==> src/sdpp_pkg.sv <==
// shared constants and types of the synthesizer programming port
package sdpp_pkg;
  // timing of the spread modulation triangle
  localparam int CLK_HZ = 100_000_000;
  localparam int MOD_RATE_HZ = 32_000;
  localparam int MOD_PERIOD_CYC = CLK_HZ / MOD_RATE_HZ;
  localparam int TRI_STEPS = 32;
  localparam int STEP_CYC = MOD_PERIOD_CYC / TRI_STEPS;
  localparam logic [6:0] STEP_LAST = 7'(STEP_CYC - 1);
  localparam logic [4:0] TRI_PEAK = 5'(TRI_STEPS / 2);
  // synchronised pin indices
  localparam int SYNC_W = 6;
  localparam int PIN_PLOADN = 0;
  localparam int PIN_SLOAD = 1;
  localparam int PIN_SCLK = 2;
  localparam int PIN_SDATA = 3;
  localparam int PIN_FBTAP = 4;
  localparam int PIN_BATAP = 5;
  // serial frame: spread, diag select, output divide, feedback divide
  localparam int SHIFT_W = 18;
  localparam int FB_LSB = 0;
  localparam int OD_LSB = 9;
  localparam int DIAG_LSB = 12;
  localparam int SPREAD_LSB = 14;
  localparam int PAR_W = 12;
  // reset values
  localparam logic [8:0] FB_RESET = 9'h020;
  localparam logic [2:0] OD_RESET = 3'h3;
  localparam logic [3:0] SPREAD_RESET = 4'h0;
  localparam logic [1:0] DIAG_RESET = 2'h0;
  localparam logic [6:0] CTRL_RESET = 7'h46;
  // register offsets
  localparam logic [7:0] REG_CTRL = 8'h00;
  localparam logic [7:0] REG_STATUS = 8'h04;
  localparam logic [7:0] REG_SHIFT = 8'h08;
  localparam logic [7:0] REG_SPREAD = 8'h0C;
  // control register fields
  localparam int CTRL_W = 7;
  localparam int CTRL_MR = 0;
  localparam int CTRL_OEA = 1;
  localparam int CTRL_OEB = 2;
  localparam int CTRL_OEREF = 3;
  localparam int CTRL_SEL_LSB = 4;
  localparam int CTRL_VCO = 6;
  // output divider codes
  localparam logic [2:0] OD_DIV2 = 3'h1;
  localparam logic [2:0] OD_DIV4 = 3'h3;
  localparam logic [2:0] OD_DIV5 = 3'h4;
  // spread depth in hundredths of a percent, by level
  localparam logic [7:0] CENTER_DEPTH [5] = '{8'h00, 8'h19, 8'h55, 8'h91, 8'hAA};
  localparam logic [7:0] DOWN_DEPTH [5] = '{8'h00, 8'h19, 8'h4B, 8'h7D, 8'h96};
  typedef enum logic [1:0] {DIAG_LOW = 2'h0, DIAG_SHIFT = 2'h1, DIAG_FBDIV = 2'h2,
                            DIAG_BANKA = 2'h3} sdpp_diag_t;
  typedef enum logic [1:0] {SPREAD_OFF = 2'h0, SPREAD_CENTER = 2'h1,
                            SPREAD_DOWN = 2'h2} sdpp_spread_t;
  typedef enum logic [1:0] {SRC_DIFF = 2'h0, SRC_SINGLE = 2'h1, SRC_XTAL0 = 2'h2,
                            SRC_XTAL1 = 2'h3} sdpp_src_t;
  typedef enum logic [2:0] {LD_PARALLEL = 3'h1, LD_SHIFT = 3'h2, LD_PASS = 3'h4} sdpp_load_t;
endpackage : sdpp_pkg

==> src/sdpp_pins_if.sv <==
// synchronised pin levels and edges passed from the synchroniser to the core
`timescale 1ns/1ps
interface sdpp_pins_if import sdpp_pkg::*; ();
  logic [SYNC_W-1:0] level;
  logic [SYNC_W-1:0] rise;
  logic [SYNC_W-1:0] fall;
  modport src (output level, output rise, output fall);
  modport dst (input level, input rise, input fall);
endinterface : sdpp_pins_if

==> src/sdpp_pin_sync.sv <==
// two-stage synchroniser with edge detection for the programming pins
`timescale 1ns/1ps
module sdpp_pin_sync import sdpp_pkg::*; (
  // clock and reset
  input wire logic mclk,
  input wire logic resetn,
  // raw pins
  input wire logic [SYNC_W-1:0] rawPins,
  // synchronised view
  sdpp_pins_if.src pins
);
  logic [SYNC_W-1:0] stage1;
  logic [SYNC_W-1:0] stage2;
  logic [SYNC_W-1:0] stage3;

  always_ff @(posedge mclk) begin
    if (!resetn) begin
      stage1 <= '0;
      stage2 <= '0;
      stage3 <= '0;
    end else begin
      stage1 <= rawPins;
      stage2 <= stage1;
      stage3 <= stage2;
    end
  end

  // edges seen only past the second stage
  assign pins.level = stage2;
  assign pins.rise = stage2 & ~stage3;
  assign pins.fall = ~stage2 & stage3;
endmodule : sdpp_pin_sync

==> src/sdpp_program_port.sv <==
// programming and control core of the frequency synthesizer
//
// Our own choices: the register offsets and the APB slave port.
`timescale 1ns/1ps
module sdpp_program_port import sdpp_pkg::*; (
  // clock and reset
  input wire logic mclk,
  input wire logic resetn,
  // apb slave
  input wire logic psel,
  input wire logic penable,
  input wire logic pwrite,
  input wire logic [7:0] paddr,
  input wire logic [31:0] pwdata,
  output logic [31:0] prdata,
  output logic pready,
  output logic pslverr,
  // parallel programming pins
  input wire logic parallelLoadN,
  input wire logic [8:0] feedbackDivideBits,
  input wire logic [2:0] outputDivideBits,
  // serial programming pins
  input wire logic serialClock,
  input wire logic serialData,
  input wire logic serialLoad,
  // analog taps for the diag output
  input wire logic feedbackDividerTap,
  input wire logic bankATap,
  // divider settings
  output logic [8:0] feedbackDivide,
  output logic [2:0] outputDivide,
  output logic [2:0] outputDivideRatio,
  output logic pllRelock,
  // diag output
  output logic diagOutput,
  // spread modulation
  output logic [1:0] spreadMode,
  output logic [7:0] spreadDepth,
  output logic [4:0] spreadPhase,
  // pll and output control
  output logic pllReset,
  output logic vcoMinimum,
  output logic dividersEnable,
  output logic bankAEnable,
  output logic bankBEnable,
  output logic refCopyEnable,
  output logic [1:0] refSource,
  output logic pllBypass
);
  sdpp_pins_if pins ();

  logic [PAR_W-1:0] parStage1;
  logic [PAR_W-1:0] parStage2;
  logic [SHIFT_W-1:0] shiftReg;
  logic [1:0] diagSelect;
  logic [3:0] spreadSelect;
  logic [CTRL_W-1:0] ctrl;
  sdpp_load_t loadState;
  logic [8:0] next_feedbackDivide;
  logic [2:0] next_outputDivide;
  logic [1:0] next_diagSelect;
  logic [3:0] next_spreadSelect;
  logic [SHIFT_W-1:0] next_shiftReg;
  sdpp_load_t next_loadState;
  logic [SHIFT_W-1:0] frame;
  logic loadFrame;
  logic pLoadN;
  logic sLoad;
  logic sClkRise;
  logic sLoadRise;
  logic sLoadFall;
  logic [31:0] readData;
  logic readError;
  logic apbDone;
  logic triRun;

  // pin decoding helpers
  function automatic logic [2:0] spread_level(input logic [2:0] code);
    logic [2:0] level;
    level = 3'h0;
    if (code == 3'h0) begin
      level = 3'h0;
    end else if (code <= 3'h2) begin
      level = 3'h1;
    end else if (code <= 3'h4) begin
      level = 3'h2;
    end else if (code <= 3'h6) begin
      level = 3'h3;
    end else begin
      level = 3'h4;
    end
    return level;
  endfunction : spread_level

  function automatic logic [1:0] spread_kind(input logic [3:0] sel);
    logic [1:0] kind;
    kind = SPREAD_OFF;
    if (sel[2:0] == 3'h0) begin
      kind = SPREAD_OFF;
    end else if (sel[3]) begin
      kind = SPREAD_DOWN;
    end else begin
      kind = SPREAD_CENTER;
    end
    return kind;
  endfunction : spread_kind

  function automatic logic [2:0] divide_ratio(input logic [2:0] code);
    logic [2:0] ratio;
    ratio = 3'h0;
    if (code == OD_DIV2) begin
      ratio = 3'h2;
    end else if (code == OD_DIV4) begin
      ratio = 3'h4;
    end else if (code == OD_DIV5) begin
      ratio = 3'h5;
    end
    return ratio;
  endfunction : divide_ratio

  sdpp_pin_sync u_sync (
    .mclk(mclk),
    .resetn(resetn),
    .rawPins({bankATap, feedbackDividerTap, serialData, serialClock, serialLoad,
              parallelLoadN}),
    .pins(pins.src)
  );

  // parallel bus synchroniser
  always_ff @(posedge mclk) begin
    if (!resetn) begin
      // start at the default pins so release causes no false divider change
      parStage1 <= {OD_RESET, FB_RESET};
      parStage2 <= {OD_RESET, FB_RESET};
    end else begin
      parStage1 <= {outputDivideBits, feedbackDivideBits};
      parStage2 <= parStage1;
    end
  end

  assign pLoadN = pins.level[PIN_PLOADN];
  assign sLoad = pins.level[PIN_SLOAD];
  assign sClkRise = pins.rise[PIN_SCLK];
  assign sLoadRise = pins.rise[PIN_SLOAD];
  assign sLoadFall = pins.fall[PIN_SLOAD];

  // next divider, shift and mode values
  always_comb begin
    next_feedbackDivide = feedbackDivide;
    next_outputDivide = outputDivide;
    next_diagSelect = diagSelect;
    next_spreadSelect = spreadSelect;
    next_shiftReg = shiftReg;
    next_loadState = loadState;
    frame = shiftReg;
    loadFrame = 1'b0;
    if (!pLoadN) begin
      next_feedbackDivide = parStage2[OD_LSB-1:FB_LSB];
      next_outputDivide = parStage2[PAR_W-1:OD_LSB];
      next_spreadSelect = SPREAD_RESET;
      next_loadState = LD_PARALLEL;
    end else begin
      if (sClkRise) begin
        next_shiftReg = {shiftReg[SHIFT_W-2:0], pins.level[PIN_SDATA]};
      end
      loadFrame = sLoadRise || (sLoad && sClkRise);
      frame = next_shiftReg;
      case (loadState)
        LD_PARALLEL: begin
          if (sLoad) begin
            next_loadState = LD_PASS;
          end else if (sClkRise) begin
            next_loadState = LD_SHIFT;
          end
        end
        LD_SHIFT: begin
          if (sLoadRise) begin
            next_loadState = LD_PASS;
          end
        end
        LD_PASS: begin
          if (sLoadFall) begin
            next_loadState = LD_SHIFT;
          end
        end
        default: begin
          next_loadState = LD_SHIFT;
        end
      endcase
    end
    if (pLoadN && loadFrame) begin
      next_feedbackDivide = frame[OD_LSB-1:FB_LSB];
      next_outputDivide = frame[DIAG_LSB-1:OD_LSB];
      next_diagSelect = frame[SPREAD_LSB-1:DIAG_LSB];
      next_spreadSelect = frame[SHIFT_W-1:SPREAD_LSB];
    end
  end

  always_ff @(posedge mclk) begin
    if (!resetn) begin
      feedbackDivide <= FB_RESET;
      outputDivide <= OD_RESET;
      diagSelect <= DIAG_RESET;
      spreadSelect <= SPREAD_RESET;
      shiftReg <= '0;
      loadState <= LD_PARALLEL;
    end else begin
      feedbackDivide <= next_feedbackDivide;
      outputDivide <= next_outputDivide;
      diagSelect <= next_diagSelect;
      spreadSelect <= next_spreadSelect;
      shiftReg <= next_shiftReg;
      loadState <= next_loadState;
    end
  end

  always_ff @(posedge mclk) begin
    if (!resetn) begin
      pllRelock <= 1'b0;
    end else begin
      pllRelock <= (next_feedbackDivide != feedbackDivide);
    end
  end

  always_ff @(posedge mclk) begin
    if (!resetn) begin
      outputDivideRatio <= 3'h0;
    end else begin
      outputDivideRatio <= divide_ratio(outputDivide);
    end
  end

  always_ff @(posedge mclk) begin
    if (!resetn) begin
      diagOutput <= 1'b0;
    end else if (loadState == LD_PARALLEL) begin
      diagOutput <= 1'b0;
    end else begin
      case (diagSelect)
        DIAG_LOW: diagOutput <= 1'b0;
        DIAG_SHIFT: diagOutput <= shiftReg[SHIFT_W-1];
        DIAG_FBDIV: diagOutput <= pins.level[PIN_FBTAP];
        default: diagOutput <= pins.level[PIN_BATAP];
      endcase
    end
  end

  always_ff @(posedge mclk) begin
    if (!resetn) begin
      spreadMode <= SPREAD_OFF;
      spreadDepth <= 8'h00;
    end else begin
      spreadMode <= spread_kind(spreadSelect);
      if (spreadSelect[3]) begin
        spreadDepth <= DOWN_DEPTH[spread_level(spreadSelect[2:0])];
      end else begin
        spreadDepth <= CENTER_DEPTH[spread_level(spreadSelect[2:0])];
      end
    end
  end

  assign triRun = (spreadMode != SPREAD_OFF) && !pllReset;

  sdpp_triangle u_tri (
    .mclk(mclk),
    .resetn(resetn),
    .run(triRun),
    .phase(spreadPhase)
  );

  always_ff @(posedge mclk) begin
    if (!resetn) begin
      pllReset <= CTRL_RESET[CTRL_MR];
      vcoMinimum <= CTRL_RESET[CTRL_MR];
      dividersEnable <= !CTRL_RESET[CTRL_MR];
      bankAEnable <= CTRL_RESET[CTRL_OEA] && !CTRL_RESET[CTRL_MR];
      bankBEnable <= CTRL_RESET[CTRL_OEB] && !CTRL_RESET[CTRL_MR];
      refCopyEnable <= CTRL_RESET[CTRL_OEREF] && !CTRL_RESET[CTRL_MR];
      refSource <= CTRL_RESET[CTRL_SEL_LSB+1:CTRL_SEL_LSB];
      pllBypass <= !CTRL_RESET[CTRL_VCO];
    end else begin
      pllReset <= ctrl[CTRL_MR];
      vcoMinimum <= ctrl[CTRL_MR];
      dividersEnable <= !ctrl[CTRL_MR];
      bankAEnable <= ctrl[CTRL_OEA] && !ctrl[CTRL_MR];
      bankBEnable <= ctrl[CTRL_OEB] && !ctrl[CTRL_MR];
      refCopyEnable <= ctrl[CTRL_OEREF] && !ctrl[CTRL_MR];
      refSource <= ctrl[CTRL_SEL_LSB+1:CTRL_SEL_LSB];
      pllBypass <= !ctrl[CTRL_VCO];
    end
  end

  // apb read decode
  always_comb begin
    readData = 32'h0000_0000;
    readError = 1'b0;
    if (paddr == REG_CTRL) begin
      readData = {25'h0, ctrl};
    end else if (paddr == REG_STATUS) begin
      readData = {13'h0, loadState == LD_PARALLEL, spreadSelect, diagSelect, outputDivide,
                  feedbackDivide};
    end else if (paddr == REG_SHIFT) begin
      readData = {14'h0, shiftReg};
    end else if (paddr == REG_SPREAD) begin
      readData = {14'h0, spreadMode, 3'h0, spreadPhase, spreadDepth};
    end else begin
      readError = 1'b1;
    end
  end

  assign apbDone = psel && penable && pready;

  // no wait states, answer prepared in setup
  always_ff @(posedge mclk) begin
    if (!resetn) begin
      pready <= 1'b0;
      pslverr <= 1'b0;
      prdata <= 32'h0000_0000;
    end else begin
      pready <= psel && !penable;
      if (psel && !penable) begin
        pslverr <= readError;
        prdata <= pwrite ? 32'h0000_0000 : readData;
      end else if (apbDone) begin
        pslverr <= 1'b0;
        prdata <= 32'h0000_0000;
      end
    end
  end

  // control register write
  always_ff @(posedge mclk) begin
    if (!resetn) begin
      ctrl <= CTRL_RESET;
    end else if (apbDone && pwrite && paddr == REG_CTRL) begin
      ctrl <= pwdata[CTRL_W-1:0];
    end
  end
endmodule : sdpp_program_port

==> src/sdpp_triangle.sv <==
// triangle phase generator for spread modulation
`timescale 1ns/1ps
module sdpp_triangle import sdpp_pkg::*; (
  // clock and reset
  input wire logic mclk,
  input wire logic resetn,
  // control
  input wire logic run,
  // phase out
  output logic [4:0] phase
);
  logic [6:0] stepCount;
  logic goingDown;

  always_ff @(posedge mclk) begin
    if (!resetn || !run) begin
      stepCount <= 7'h00;
    end else if (stepCount == STEP_LAST) begin
      stepCount <= 7'h00;
    end else begin
      stepCount <= stepCount + 7'h01;
    end
  end

  always_ff @(posedge mclk) begin
    if (!resetn || !run) begin
      phase <= 5'h00;
      goingDown <= 1'b0;
    end else if (stepCount == STEP_LAST) begin
      if (!goingDown && phase == TRI_PEAK - 5'h01) begin
        goingDown <= 1'b1;
      end else if (goingDown && phase == 5'h01) begin
        goingDown <= 1'b0;
      end
      phase <= goingDown ? phase - 5'h01 : phase + 5'h01;
    end
  end
endmodule : sdpp_triangle

==> config.mk <==
export PLATFORM = sky130hd
export DESIGN_NAME = sdpp_program_port
export DESIGN_NICKNAME = d
export VERILOG_FILES = /design/src/sdpp_pkg.sv /design/src/sdpp_pins_if.sv /design/src/sdpp_pin_sync.sv /design/src/sdpp_program_port.sv /design/src/sdpp_triangle.sv
export SDC_FILE = /design/constraint.sdc
export NUM_CORES = 1
export LEC_CHECK = 0
export BUFFER_PORTS_ARGS = -buffer_cell sky130_fd_sc_hd__buf_2
export CELL_PAD_IN_SITES_DETAIL_PLACEMENT = 1
export CELL_PAD_IN_SITES_GLOBAL_PLACEMENT = 1
export CORE_UTILIZATION = 36
export DETAILED_ROUTE_END_ITERATION = 7
export GPL_ROUTABILITY_DRIVEN = 0
export PLACE_DENSITY_LB_ADDON = 0.1
export SLEW_MARGIN = 0
export SYNTH_ARGS = -nofsm -noshare
export SYNTH_HDL_FRONTEND = slang
export SYNTH_SLANG_ARGS = --single-unit
export TNS_END_PERCENT = 5
==> constraint.sdc <==
create_clock -name mclk -period 1.9 [get_ports mclk]
set_input_delay 0.19 -clock mclk [delete_from_list [all_inputs] [get_ports mclk]]
set_output_delay 0.19 -clock mclk [all_outputs]
set_load 0.1 [all_outputs]
==> results.md, run 1 <==
- Status: completed
- Setup crit start kind: flop
- WP data arrival: 2200 ps
- Worst clock skew: 8.19 ps
- Slew margin rel.: 60.3%
- Synthesized area: 0.00596 mm2
- #FFs+latches synth: 141
- YS warnings: 0
- Longest Clk Path Bufs: 2
- CTS Buf Count: 17
- WHS: 21.9 ps
- Worst Path Required: 2210 ps
- Slew Limit Fails: 0
- Rows: 46
- Hold crit path type: in2reg
- Global-route wire length before repair: 26900 um
- Nets: 870
- ANT cells: 0
- Root Buffer: clkbuf_16
- Clock Sinks: 141
- Detail Route Antenna Nets: 0
- Post-Synthesis Cells: 656
- Number of synthesized flops with an enable pin: 0
- Max-cap violations: 0
- Synth Area in XOR/XNOR: 1.47%
- Worst Setup End Kind: flop
- Layout cell share with drive strength beyond 1: 26.3%
- Largest family of logic cells by synthesized area: simple AND/OR/NAND/NOR gates
- Final critical-path share of the clock period: 99.5%
- GRT Total Usage: 20.9%
- Core box area: 0.0160 mm2
- Post-Place Setup Slack: -159 ps
- DRT iter0 DRCs: 237
- Total gr overflow: 0
- F_max: 0.529 GHz
- Pwr dens: 943 mW/mm2
- Maximum VDD drop: 0.000629 V
- Final-report hold violation count: 0
- Top FF cell, synth: dfxtp_1
- Synthesized area per cell: 9.09 um2
- Boundary Pins: 138
- Area grow syn2layout: 30.8%
- DRC viols: 0
- Pin count of the biggest net entering global routing: 49
- Final WL: 16900 um
- Sequential fraction of the synthesis area: 47.3%
- Die X: 131 um
- Drt first pass iters: 4
- Synth top area share: 47.3%
- CTS tree: built
- Detailed placement HPWL: 12300 um
- Vias: 5157
- Post-synthesis adder-cell area fraction: 1.26%
- Worst skew pair latency: 430 ps
- Worst-path cell chain: and2b_4 > or3_1 > o21ai_2 > a311oi_2 > a221o_1 > o41a_1
- Initial Utilization: 37.3%
- Slowest stage cell, crit path: o41a_1
- CP max stage delay: 420 ps
- Worst-margin pin slew: 595 ps
- CP Class: reg2reg
- Top post-synthesis cells by area: dfxtp_1 (47%), nand2_1 (5.0%), and2_1 (4.4%)
- RSZ-0062 raised after global routing: yes
- Yosys cell types: 65
- # setup viols final: 0
- CTS clk-pin slew, worst paths: 60 ps
- Port-buffer cells: 99
- Commonest non-fill, non-tap cells in the layout: dfxtp_1 (136), buf_2 (99), nand2_1 (79), buf_4 (45), nor2_1 (43)
- Post-synth ARST share: 0%
- Vias in the first global route: 5135
- H-tree depth: 4
- Leading area contributor after synthesis: dfxtp_1
- Most common cell after layout, fill and taps aside: dfxtp_1
- Worst Path Max Fanout: 6
- Final min period: 1890 ps
- PnR worst setup slack: 8.91 ps
- Total Power: 7.36 mW
- Setup TNS: 0 ps
- Die ar.: 0.0171 mm2
- LEAKAGE: 3.28 nW
- Initial antenna violation count: 0
- Area share of and/or/nand/nor cells after synthesis: 21.1%
- Drt wl/cell: 16.4 um
- Die extent in y: 131 um
- Mux cell area share after synthesis: 5.73%
- Vias per cell: 5.01
- Synth Area in Compound Gates: 16.8%
-- routing by layer --
metal,GRT usage [%],vias to the layer above,share of wire (%)
met1,26.8,2478,47
met5,0,-,0
li1,-,2525,-
met3,3.99,23,4.6
met2,34.6,131,47
met4,8.18,0,1.6
-- metrics by stage --
| step | instances | util [%] | area [um2] |
|---|---|---|---|
| floorplan | 668 | - | 6010 |
| global placement | 975 | 42.8 | 6850 |
| detailed placement | 975 | 42.8 | 6850 |
| CTS | 1027 | 48.5 | 7750 |
| global route | 1029 | 48.8 | 7800 |
| finish | 1029 | 48.8 | 7800 |
-- worst paths after layout --
kind	start	to	slack (ps)	cells past startpoint
setup reg to reg	u_sync.stage3[2]$_SDFF_PN0_	pllRelock$_SDFF_PN0_	9	6
setup / recovery	u_sync.stage3[2]$_SDFF_PN0_	pllRelock$_SDFF_PN0_	9	6
hold / removal	pwdata[5]	ctrl[5]$_SDFFE_PN0P_	20	3
hold reg to reg	parStage1[10]$_SDFF_PN1_	parStage2[10]$_SDFF_PN1_	410	1
-- flip-flops by register name, summed over array words and instances (netlist names), 7 cells and up --
register / count
ctrl: 7
parStage2: 12
u_tri.stepCount: 7
prdata: 19
feedbackDivide: 9
parStage1: 12
spreadDepth: 8
shiftReg: 18
-- worst max-delay path, delay by kind of cell, from the launching register on --
| kind | cells | cell delay [ps] |
|---|---|---|
| AO/OA/AOI/OAI | 4 | 920 |
| flip-flops | 1 | 340 |
| AND/OR/NAND/NOR | 2 | 530 |
-- logic make-up (layout without fill, tap and decap cells) --
kind of cell	count (synthesis)	in the layout
simple gates	247	248
xor+xnor	10	10
compound gates	143	143
fa+ha+maj	6	6
other cells	1	13
flops	141	141
buf+inv	80	224
mux	28	28
-- repair_timing --
| item | CTS | global route |
|---|---|---|
| pin swaps | 2 | 4 |
| cloned | 0 | 1 |
| hold endpoints to repair | 21 | 0 |
| hold buffers | 21 | 0 |
| gates resized for setup | 8 | 9 |
| buffers inserted | 0 | 1 |
| setup endpoints to repair | 1 | 1 |
-- cell usage after synthesis, types with 7 or more instances --
cell,count
dfxtp_1,141
o21a_1,7
mux2_2,9
a21boi_0,19
nor2b_1,27
nand2b_1,10
mux2i_1,15
nor2_1,43
o21ai_0,36
and2_1,42
nand2_1,80
a21oi_1,18
nand3_1,9
clkbuf_1,30
buf_4,15
inv_1,26
a22oi_1,8
-- where the power goes --
group / switching, mW / total (mW) / leakage (nW) / internal, mW
sequential: 0.0409 / 3.05 / 1.15 / 3.01
combinational: 0.432 / 0.637 / 1.82 / 0.205
clock: 1.29 / 3.66 / 0.311 / 2.37
-- area by class of cell --
cell class                 count  area, um2
clock inverter                12        209
clock buffer                  19        443
tap                          216        270
fill                        1896       8200
inverter                      26       97.6
timing repair buffer         167       1070
sequential                   141       2830
multi-input combinational    448       2890
(Power assumes the default switching activity.)
==> run 2, diff against run 1 <==
--- a/config.mk
+++ b/config.mk
@@ -8,12 +8,15 @@
 export BUFFER_PORTS_ARGS = -buffer_cell sky130_fd_sc_hd__buf_2
 export CELL_PAD_IN_SITES_DETAIL_PLACEMENT = 1
 export CELL_PAD_IN_SITES_GLOBAL_PLACEMENT = 1
-export CORE_UTILIZATION = 36
+export CORE_UTILIZATION = 37
 export DETAILED_ROUTE_END_ITERATION = 7
 export GPL_ROUTABILITY_DRIVEN = 0
 export PLACE_DENSITY_LB_ADDON = 0.1
+export SETUP_SLACK_MARGIN = 0.5
+export SKIP_CTS_REPAIR_TIMING = 1
 export SLEW_MARGIN = 0
 export SYNTH_ARGS = -nofsm -noshare
 export SYNTH_HDL_FRONTEND = slang
+export SYNTH_HIERARCHICAL = 1
 export SYNTH_SLANG_ARGS = --single-unit
 export TNS_END_PERCENT = 5
==> run 2 against run 1 <==
The flow now finishes with violations (hold timing). Utilization up 1.5 points. Synthesized area fell by 0.40%. Critical path depth grew 2.
==> results.md, run 2 <==
- Synthesized area: 0.00594 mm2 (-0.40%)
- Worst clock skew: 8.15 ps (-0.0330 ps)
- Vias in the first global route: 5083 (-1.0%)
- F_max: 0.591 GHz (+12%)
- YS warnings: 6 (+6)
- Most common cell after layout, fill and taps aside: dfxtp_1
- Setup TNS: 0 ps (unchanged)
- Nets: 835 (-4.0%)
- WP data arrival: 1980 ps (-220 ps)
- Rows: 45 (-2.2%)
- DRC viols: 0 (unchanged)
- RSZ-0062 raised after global routing: yes
- LEAKAGE: 3.18 nW (-3.1%)
- Boundary Pins: 138 (unchanged)
- Largest reg by FF count: prdata
- Longest Clk Path Bufs: 2 (unchanged)
- WHS: -2.88 ps (-24.8 ps)
- GRT Total Usage: 20.0% (-0.84 points)
- Total Power: 7.41 mW (+0.74%)
- Hold crit path type: in2reg
- Die extent in y: 129 um (-1.5%)
- Max-cap violations: 0 (unchanged)
- Initial antenna violation count: 0 (unchanged)
- Global-route wire length before repair: 25600 um (-4.7%)
- CTS clk-pin slew, worst paths: 60 ps (about the same)
- Flip-flop count of the largest register after layout: 19 (unchanged)
- Final instance area: 0.00775 mm2 (-0.67%)
- Synthesized area per cell: 9.32 um2 (+2.6%)
- Root Buffer: clkbuf_16
- CTS Buf Count: 17 (unchanged)
- Total gr overflow: 0 (unchanged)
- Slew margin rel.: 60.5% (+0.28 points)
- Final cell count without fillers: 990 (-3.8%)
- Port-buffer cells: 99 (unchanged)
- Placed Area: 0.00664 mm2 (-3.0%)
- Final min period: 1690 ps (-199 ps)
- Final-report hold violation count: 1 (+1)
- Worst-margin pin slew: 587 ps (-7.98 ps)
- Worst Setup End Kind: flop
- Final critical-path share of the clock period: 89.1% (-10 points)
- Pwr dens: 956 mW/mm2 (+1.4%)
- Core box area: 0.0154 mm2 (-3.6%)
- Worst Path Max Fanout: 7 (+1)
- Area grow syn2layout: 30.5%
- CP Class: reg2reg
- Detailed placement HPWL: 11300 um (-7.9%)
- Pin count of the biggest net entering global routing: 57 (+16%)
- Commonest non-fill, non-tap cells in the layout: dfxtp_1 (123), buf_2 (100), nor2_1 (68), nand2_1 (55), a21oi_1 (53)
- Slew Limit Fails: 0 (unchanged)
- Die X: 129 um (-1.5%)
- Layout cell share with drive strength beyond 1: 29.1% (+2.8 points)
- Failing checks: hold timing
- Worst skew pair latency: 420 ps (about the same)
- Final WL: 16300 um (-3.5%)
- Maximum VDD drop: 0.000628 V (-0.16%)
- Inst Count DP: 927 (-4.9%)
- Die ar.: 0.0166 mm2 (-3.0%)
- Detail Route Antenna Nets: 0 (unchanged)
- Clock Sinks: 141 (unchanged)
- CTS tree: built
- ANT cells: 0 (unchanged)
- Drt wl/cell: 16.5 um (+0.25%)
- DRT iter0 DRCs: 279 (+18%)
- Top Registers: prdata: 19 flops, shiftReg: 18 flops
- Setup crit start kind: flop
- Status: finished, violations left
- Initial Utilization: 38.5% (+1.2 points)
- Drt first pass iters: 4 (unchanged)
- H-tree depth: 4 (unchanged)
- Worst Path Required: 2190 ps (-20 ps)
- Vias per cell: 5.14 (+2.6%)
- # setup viols final: 0 (unchanged)
- Post-Synthesis Cells: 637 (-2.9%)
- Vias: 5092 (-1.3%)
-- run 2: area by class of cell --
| class | instances | area [um2] |
|---|---|---|
| flip-flops and latches | 141 | 2850 |
| clock buffers | 20 | 447 |
| repair buffers | 149 | 1010 |
| inverters | 12 | 45.0 |
| multi-input cells | 445 | 2920 |
| well taps | 211 | 264 |
| fillers | 1776 | 7680 |
| clock inverters | 12 | 216 |
-- run 2: per-stage QoR --
stage,setup slack [ps],utilization (%)
finish,208,50.2
CTS,94.5,47.4
global route,99.6,50.2
detailed placement,111,43.1
floorplan,300,-
global placement,130,43.1
-- run 2: layer usage --
layer	vias to the layer above	routed length (um)	track usage, %
li1	2456	-	-
met1	2473	7130	24.4
met2	140	8050	34.0
met3	23	842	5.03
met4	0	293	7.82
met5	-	0	0
-- run 2: worst paths after layout --
check | endpoint | slack, ps | cells past startpoint | start
worst max-delay path | pllRelock$_SDFF_PN0_ | 210 | 8 | u_sync/pins.level[1]$_SDFF_PN0_
worst max register to register | pllRelock$_SDFF_PN0_ | 210 | 8 | u_sync/pins.level[1]$_SDFF_PN0_
worst min register to register | parStage2[5]$_SDFF_PN1_ | 410 | 1 | parStage1[5]$_SDFF_PN1_
worst min-delay path | parStage1[7]$_SDFF_PN0_ | -3 | 2 | feedbackDivideBits[7]
-- run 2: power breakdown --
part | leakage, nW | internal (mW) | switching (mW)
clock network | 0.324 | 2.49 | 1.24
registers | 1.16 | 3.01 | 0.0352
logic | 1.70 | 0.194 | 0.441
total | 3.18 | 5.69 | 1.72
-- run 2: critical path, stage by stage, from the launching register on --
cell and delay (ps):
dfxtp_2 330, nor2b_4 240, buf_4 160, o21ai_4 60, o211ai_1 190, buf_4 160, o22ai_1 80, o31ai_1 220
a41oi_1 130
==> run 3, diff against run 2 <==
--- a/config.mk
+++ b/config.mk
@@ -5,7 +5,7 @@
 export SDC_FILE = /design/constraint.sdc
 export NUM_CORES = 1
 export LEC_CHECK = 0
-export BUFFER_PORTS_ARGS = -buffer_cell sky130_fd_sc_hd__buf_2
+export BUFFER_PORTS_ARGS = -buffer_cell sky130_fd_sc_hd__clkbuf_2
 export CELL_PAD_IN_SITES_DETAIL_PLACEMENT = 1
 export CELL_PAD_IN_SITES_GLOBAL_PLACEMENT = 1
 export CORE_UTILIZATION = 37
==> run 3 against run 2 <==
The run now ends clean. Worst hold slack gained 12 ps. Cell count grew 0.61%. Sequential power is essentially flat. Non-clock buffer count grew 7. Fmax shrank 3.1%. Critical path depth shrank 1. Utilization grew 0.50 points. Via count shrank 0.71%. Sequential share of layout area shrank 0.36 points. Total power grew 0.31%.
==> results.md, run 3 (synthesized netlist as in run 2, its figures left out) <==
- Status: completed
- Drt first pass iters: 4 (unchanged)
- CTS Buf Count: 17 (unchanged)
- Area grow syn2layout: 31.8%
- WHS: 8.91 ps (+11.8 ps)
- Vias per cell: 5.08 (-1.3%)
- Fillers: 1785 (+0.51%)
- CTS tree: built
- Vias in the first global route: 4913 (-3.3%)
- Maximum VDD drop: 0.000780 V (+24%)
- Layout cell share with drive strength beyond 1: 29.9% (+0.80 points)
- RSZ-0062 raised after global routing: yes
- Worst Path Max Fanout: 4 (-3)
- CTS clk-pin slew, worst paths: 60 ps (about the same)
- Net switching fraction of the power: 23.6% (+0.39 points)
- Vias: 5056 (-0.71%)
- Nets: 842 (+0.84%)
- Largest reg by FF count: prdata
- Die ar.: 0.0166 mm2 (unchanged)
- Boundary Pins: 138 (unchanged)
- Clock Sinks: 141 (unchanged)
- Worst-margin pin slew: 594 ps (+7.01 ps)
- CP max stage delay: 320 ps (about the same)
- Core box area: 0.0154 mm2 (unchanged)
- Top Registers: prdata: 19 flops, shiftReg: 18 flops
- Placed Area: 0.00667 mm2 (+0.34%)
- DRC viols: 0 (unchanged)
- Max-cap violations: 0 (unchanged)
- Final-report hold violation count: 0 (-1)
- Drt wl/cell: 16.7 um (+1.6%)
- Clock power share: 50.3% (about the same)
- F_max: 0.573 GHz (-3.1%)
- Detail Route Antenna Nets: 0 (unchanged)
- H-tree depth: 4 (unchanged)
- Slew margin rel.: 60.1% (-0.47 points)
- Flip-flop count of the largest register after layout: 19 (unchanged)
- Global-route wire length before repair: 25800 um (+0.65%)
- CP Class: reg2reg
- ANT cells: 0 (unchanged)
- Initial Utilization: 38.5% (unchanged)
- Worst skew pair latency: 420 ps (about the same)
- Pwr dens: 950 mW/mm2 (-0.69%)
- Post-layout util: 50.7% (+0.50 points)
- Final WL: 16700 um (+2.2%)
- Total gr overflow: 0 (unchanged)
- Internal power: 5.68 mW (-0.20%)
- Comb pwr share: 8.7% (about the same)
- Worst clock skew: 9.17 ps (+1.01 ps)
- Sequential power share: 41.0% (about the same)
- Detailed placement HPWL: 11300 um (-0.53%)
- Rows: 45 (unchanged)
- Net Switching: 1.75 mW (+2.0%)
- Worst Setup End Kind: flop
- Initial antenna violation count: 0 (unchanged)
- Hold crit path type: in2reg
- Final critical-path share of the clock period: 91.9% (+2.8 points)
- GRT Total Usage: 20.4% (+0.33 points)
- DRT iter0 DRCs: 225 (-19%)
- Die extent in y: 129 um (unchanged)
- Pin count of the biggest net entering global routing: 57 (unchanged)
- WP data arrival: 2030 ps (+50 ps)
- Die X: 129 um (unchanged)
- Worst Path Required: 2180 ps (about the same)
- Final instance area: 0.00783 mm2 (+1.0%)
- Setup TNS: 0 ps (unchanged)
- Root Buffer: clkbuf_16
- Total Power: 7.43 mW (+0.31%)
- Final min period: 1750 ps (+53.3 ps)
- # setup viols final: 0 (unchanged)
- Most common cell after layout, fill and taps aside: dfxtp_1
- Port-buffer cells: 99 (unchanged)
- Slew Limit Fails: 0 (unchanged)
- Worst-path cell chain: nor2b_4 > buf_12 > o21ai_4 > o211ai_1 > o22ai_1 > o31ai_1 > a41oi_1
- LEAKAGE: 3.17 nW (-0.18%)
- Longest Clk Path Bufs: 2 (unchanged)
- Slowest stage cell, crit path: dfxtp_2
- Setup crit start kind: flop
- Commonest non-fill, non-tap cells in the layout: dfxtp_1 (123), clkbuf_2 (99), nor2_1 (68), nand2_1 (55), a21oi_1 (52)
run 3: per-stage QoR:
step	std cells	setup slack [ps]
after floorplan	649	300
after global placement	930	132
after detailed placement	930	63.2
after CTS	961	43.7
after global routing	996	104
final	996	155
run 3: power by group through the flow:
stage	Combinational [mW]	Sequential, mW	Clock (mW)
global route	0.690	3.05	3.97
CTS	0.583	3.04	3.82
finish	0.648	3.05	3.74
floorplan	0.349	3.22	0
detailed placement	0.581	3.11	0
global placement	0.573	3.11	0
run 3: metal layers:
layer,track usage [%],wire (um)
met1,24.8,7450
met2,34.6,8410
met3,5.65,612
met4,6.85,210
met5,0,0
run 3: critical path, delay by kind of cell (launching register included):
kind            cells  cell delay (ps)
flops               1              320
compound gates      5              920
simple gates        1              230
buf+inv             1              140
run 3: layout make-up:
class                           count  area (um2)  area share (%)
Tap cell                          211         264            3.37
Clock buffer                       21         482            6.15
Timing Repair Buffer              156        1050            13.4
Clock inverter                     10         184            2.35
Inverter                           12        45.0           0.575
Sequential cell                   141        2850            36.4
Multi-Input combinational cell    445        2950            37.7
run 3: final timing paths:
kind,start,endpoint,slack [ps],cells past startpoint
max,u_sync/pins.level[1]$_SDFF_PN0_,pllRelock$_SDFF_PN0_,150,7
min,pwdata[5],ctrl[5]$_SDFFE_PN0P_,9,3
max reg2reg,u_sync/pins.level[1]$_SDFF_PN0_,pllRelock$_SDFF_PN0_,150,7
min reg2reg,parStage1[5]$_SDFF_PN1_,parStage2[5]$_SDFF_PN1_,410,1
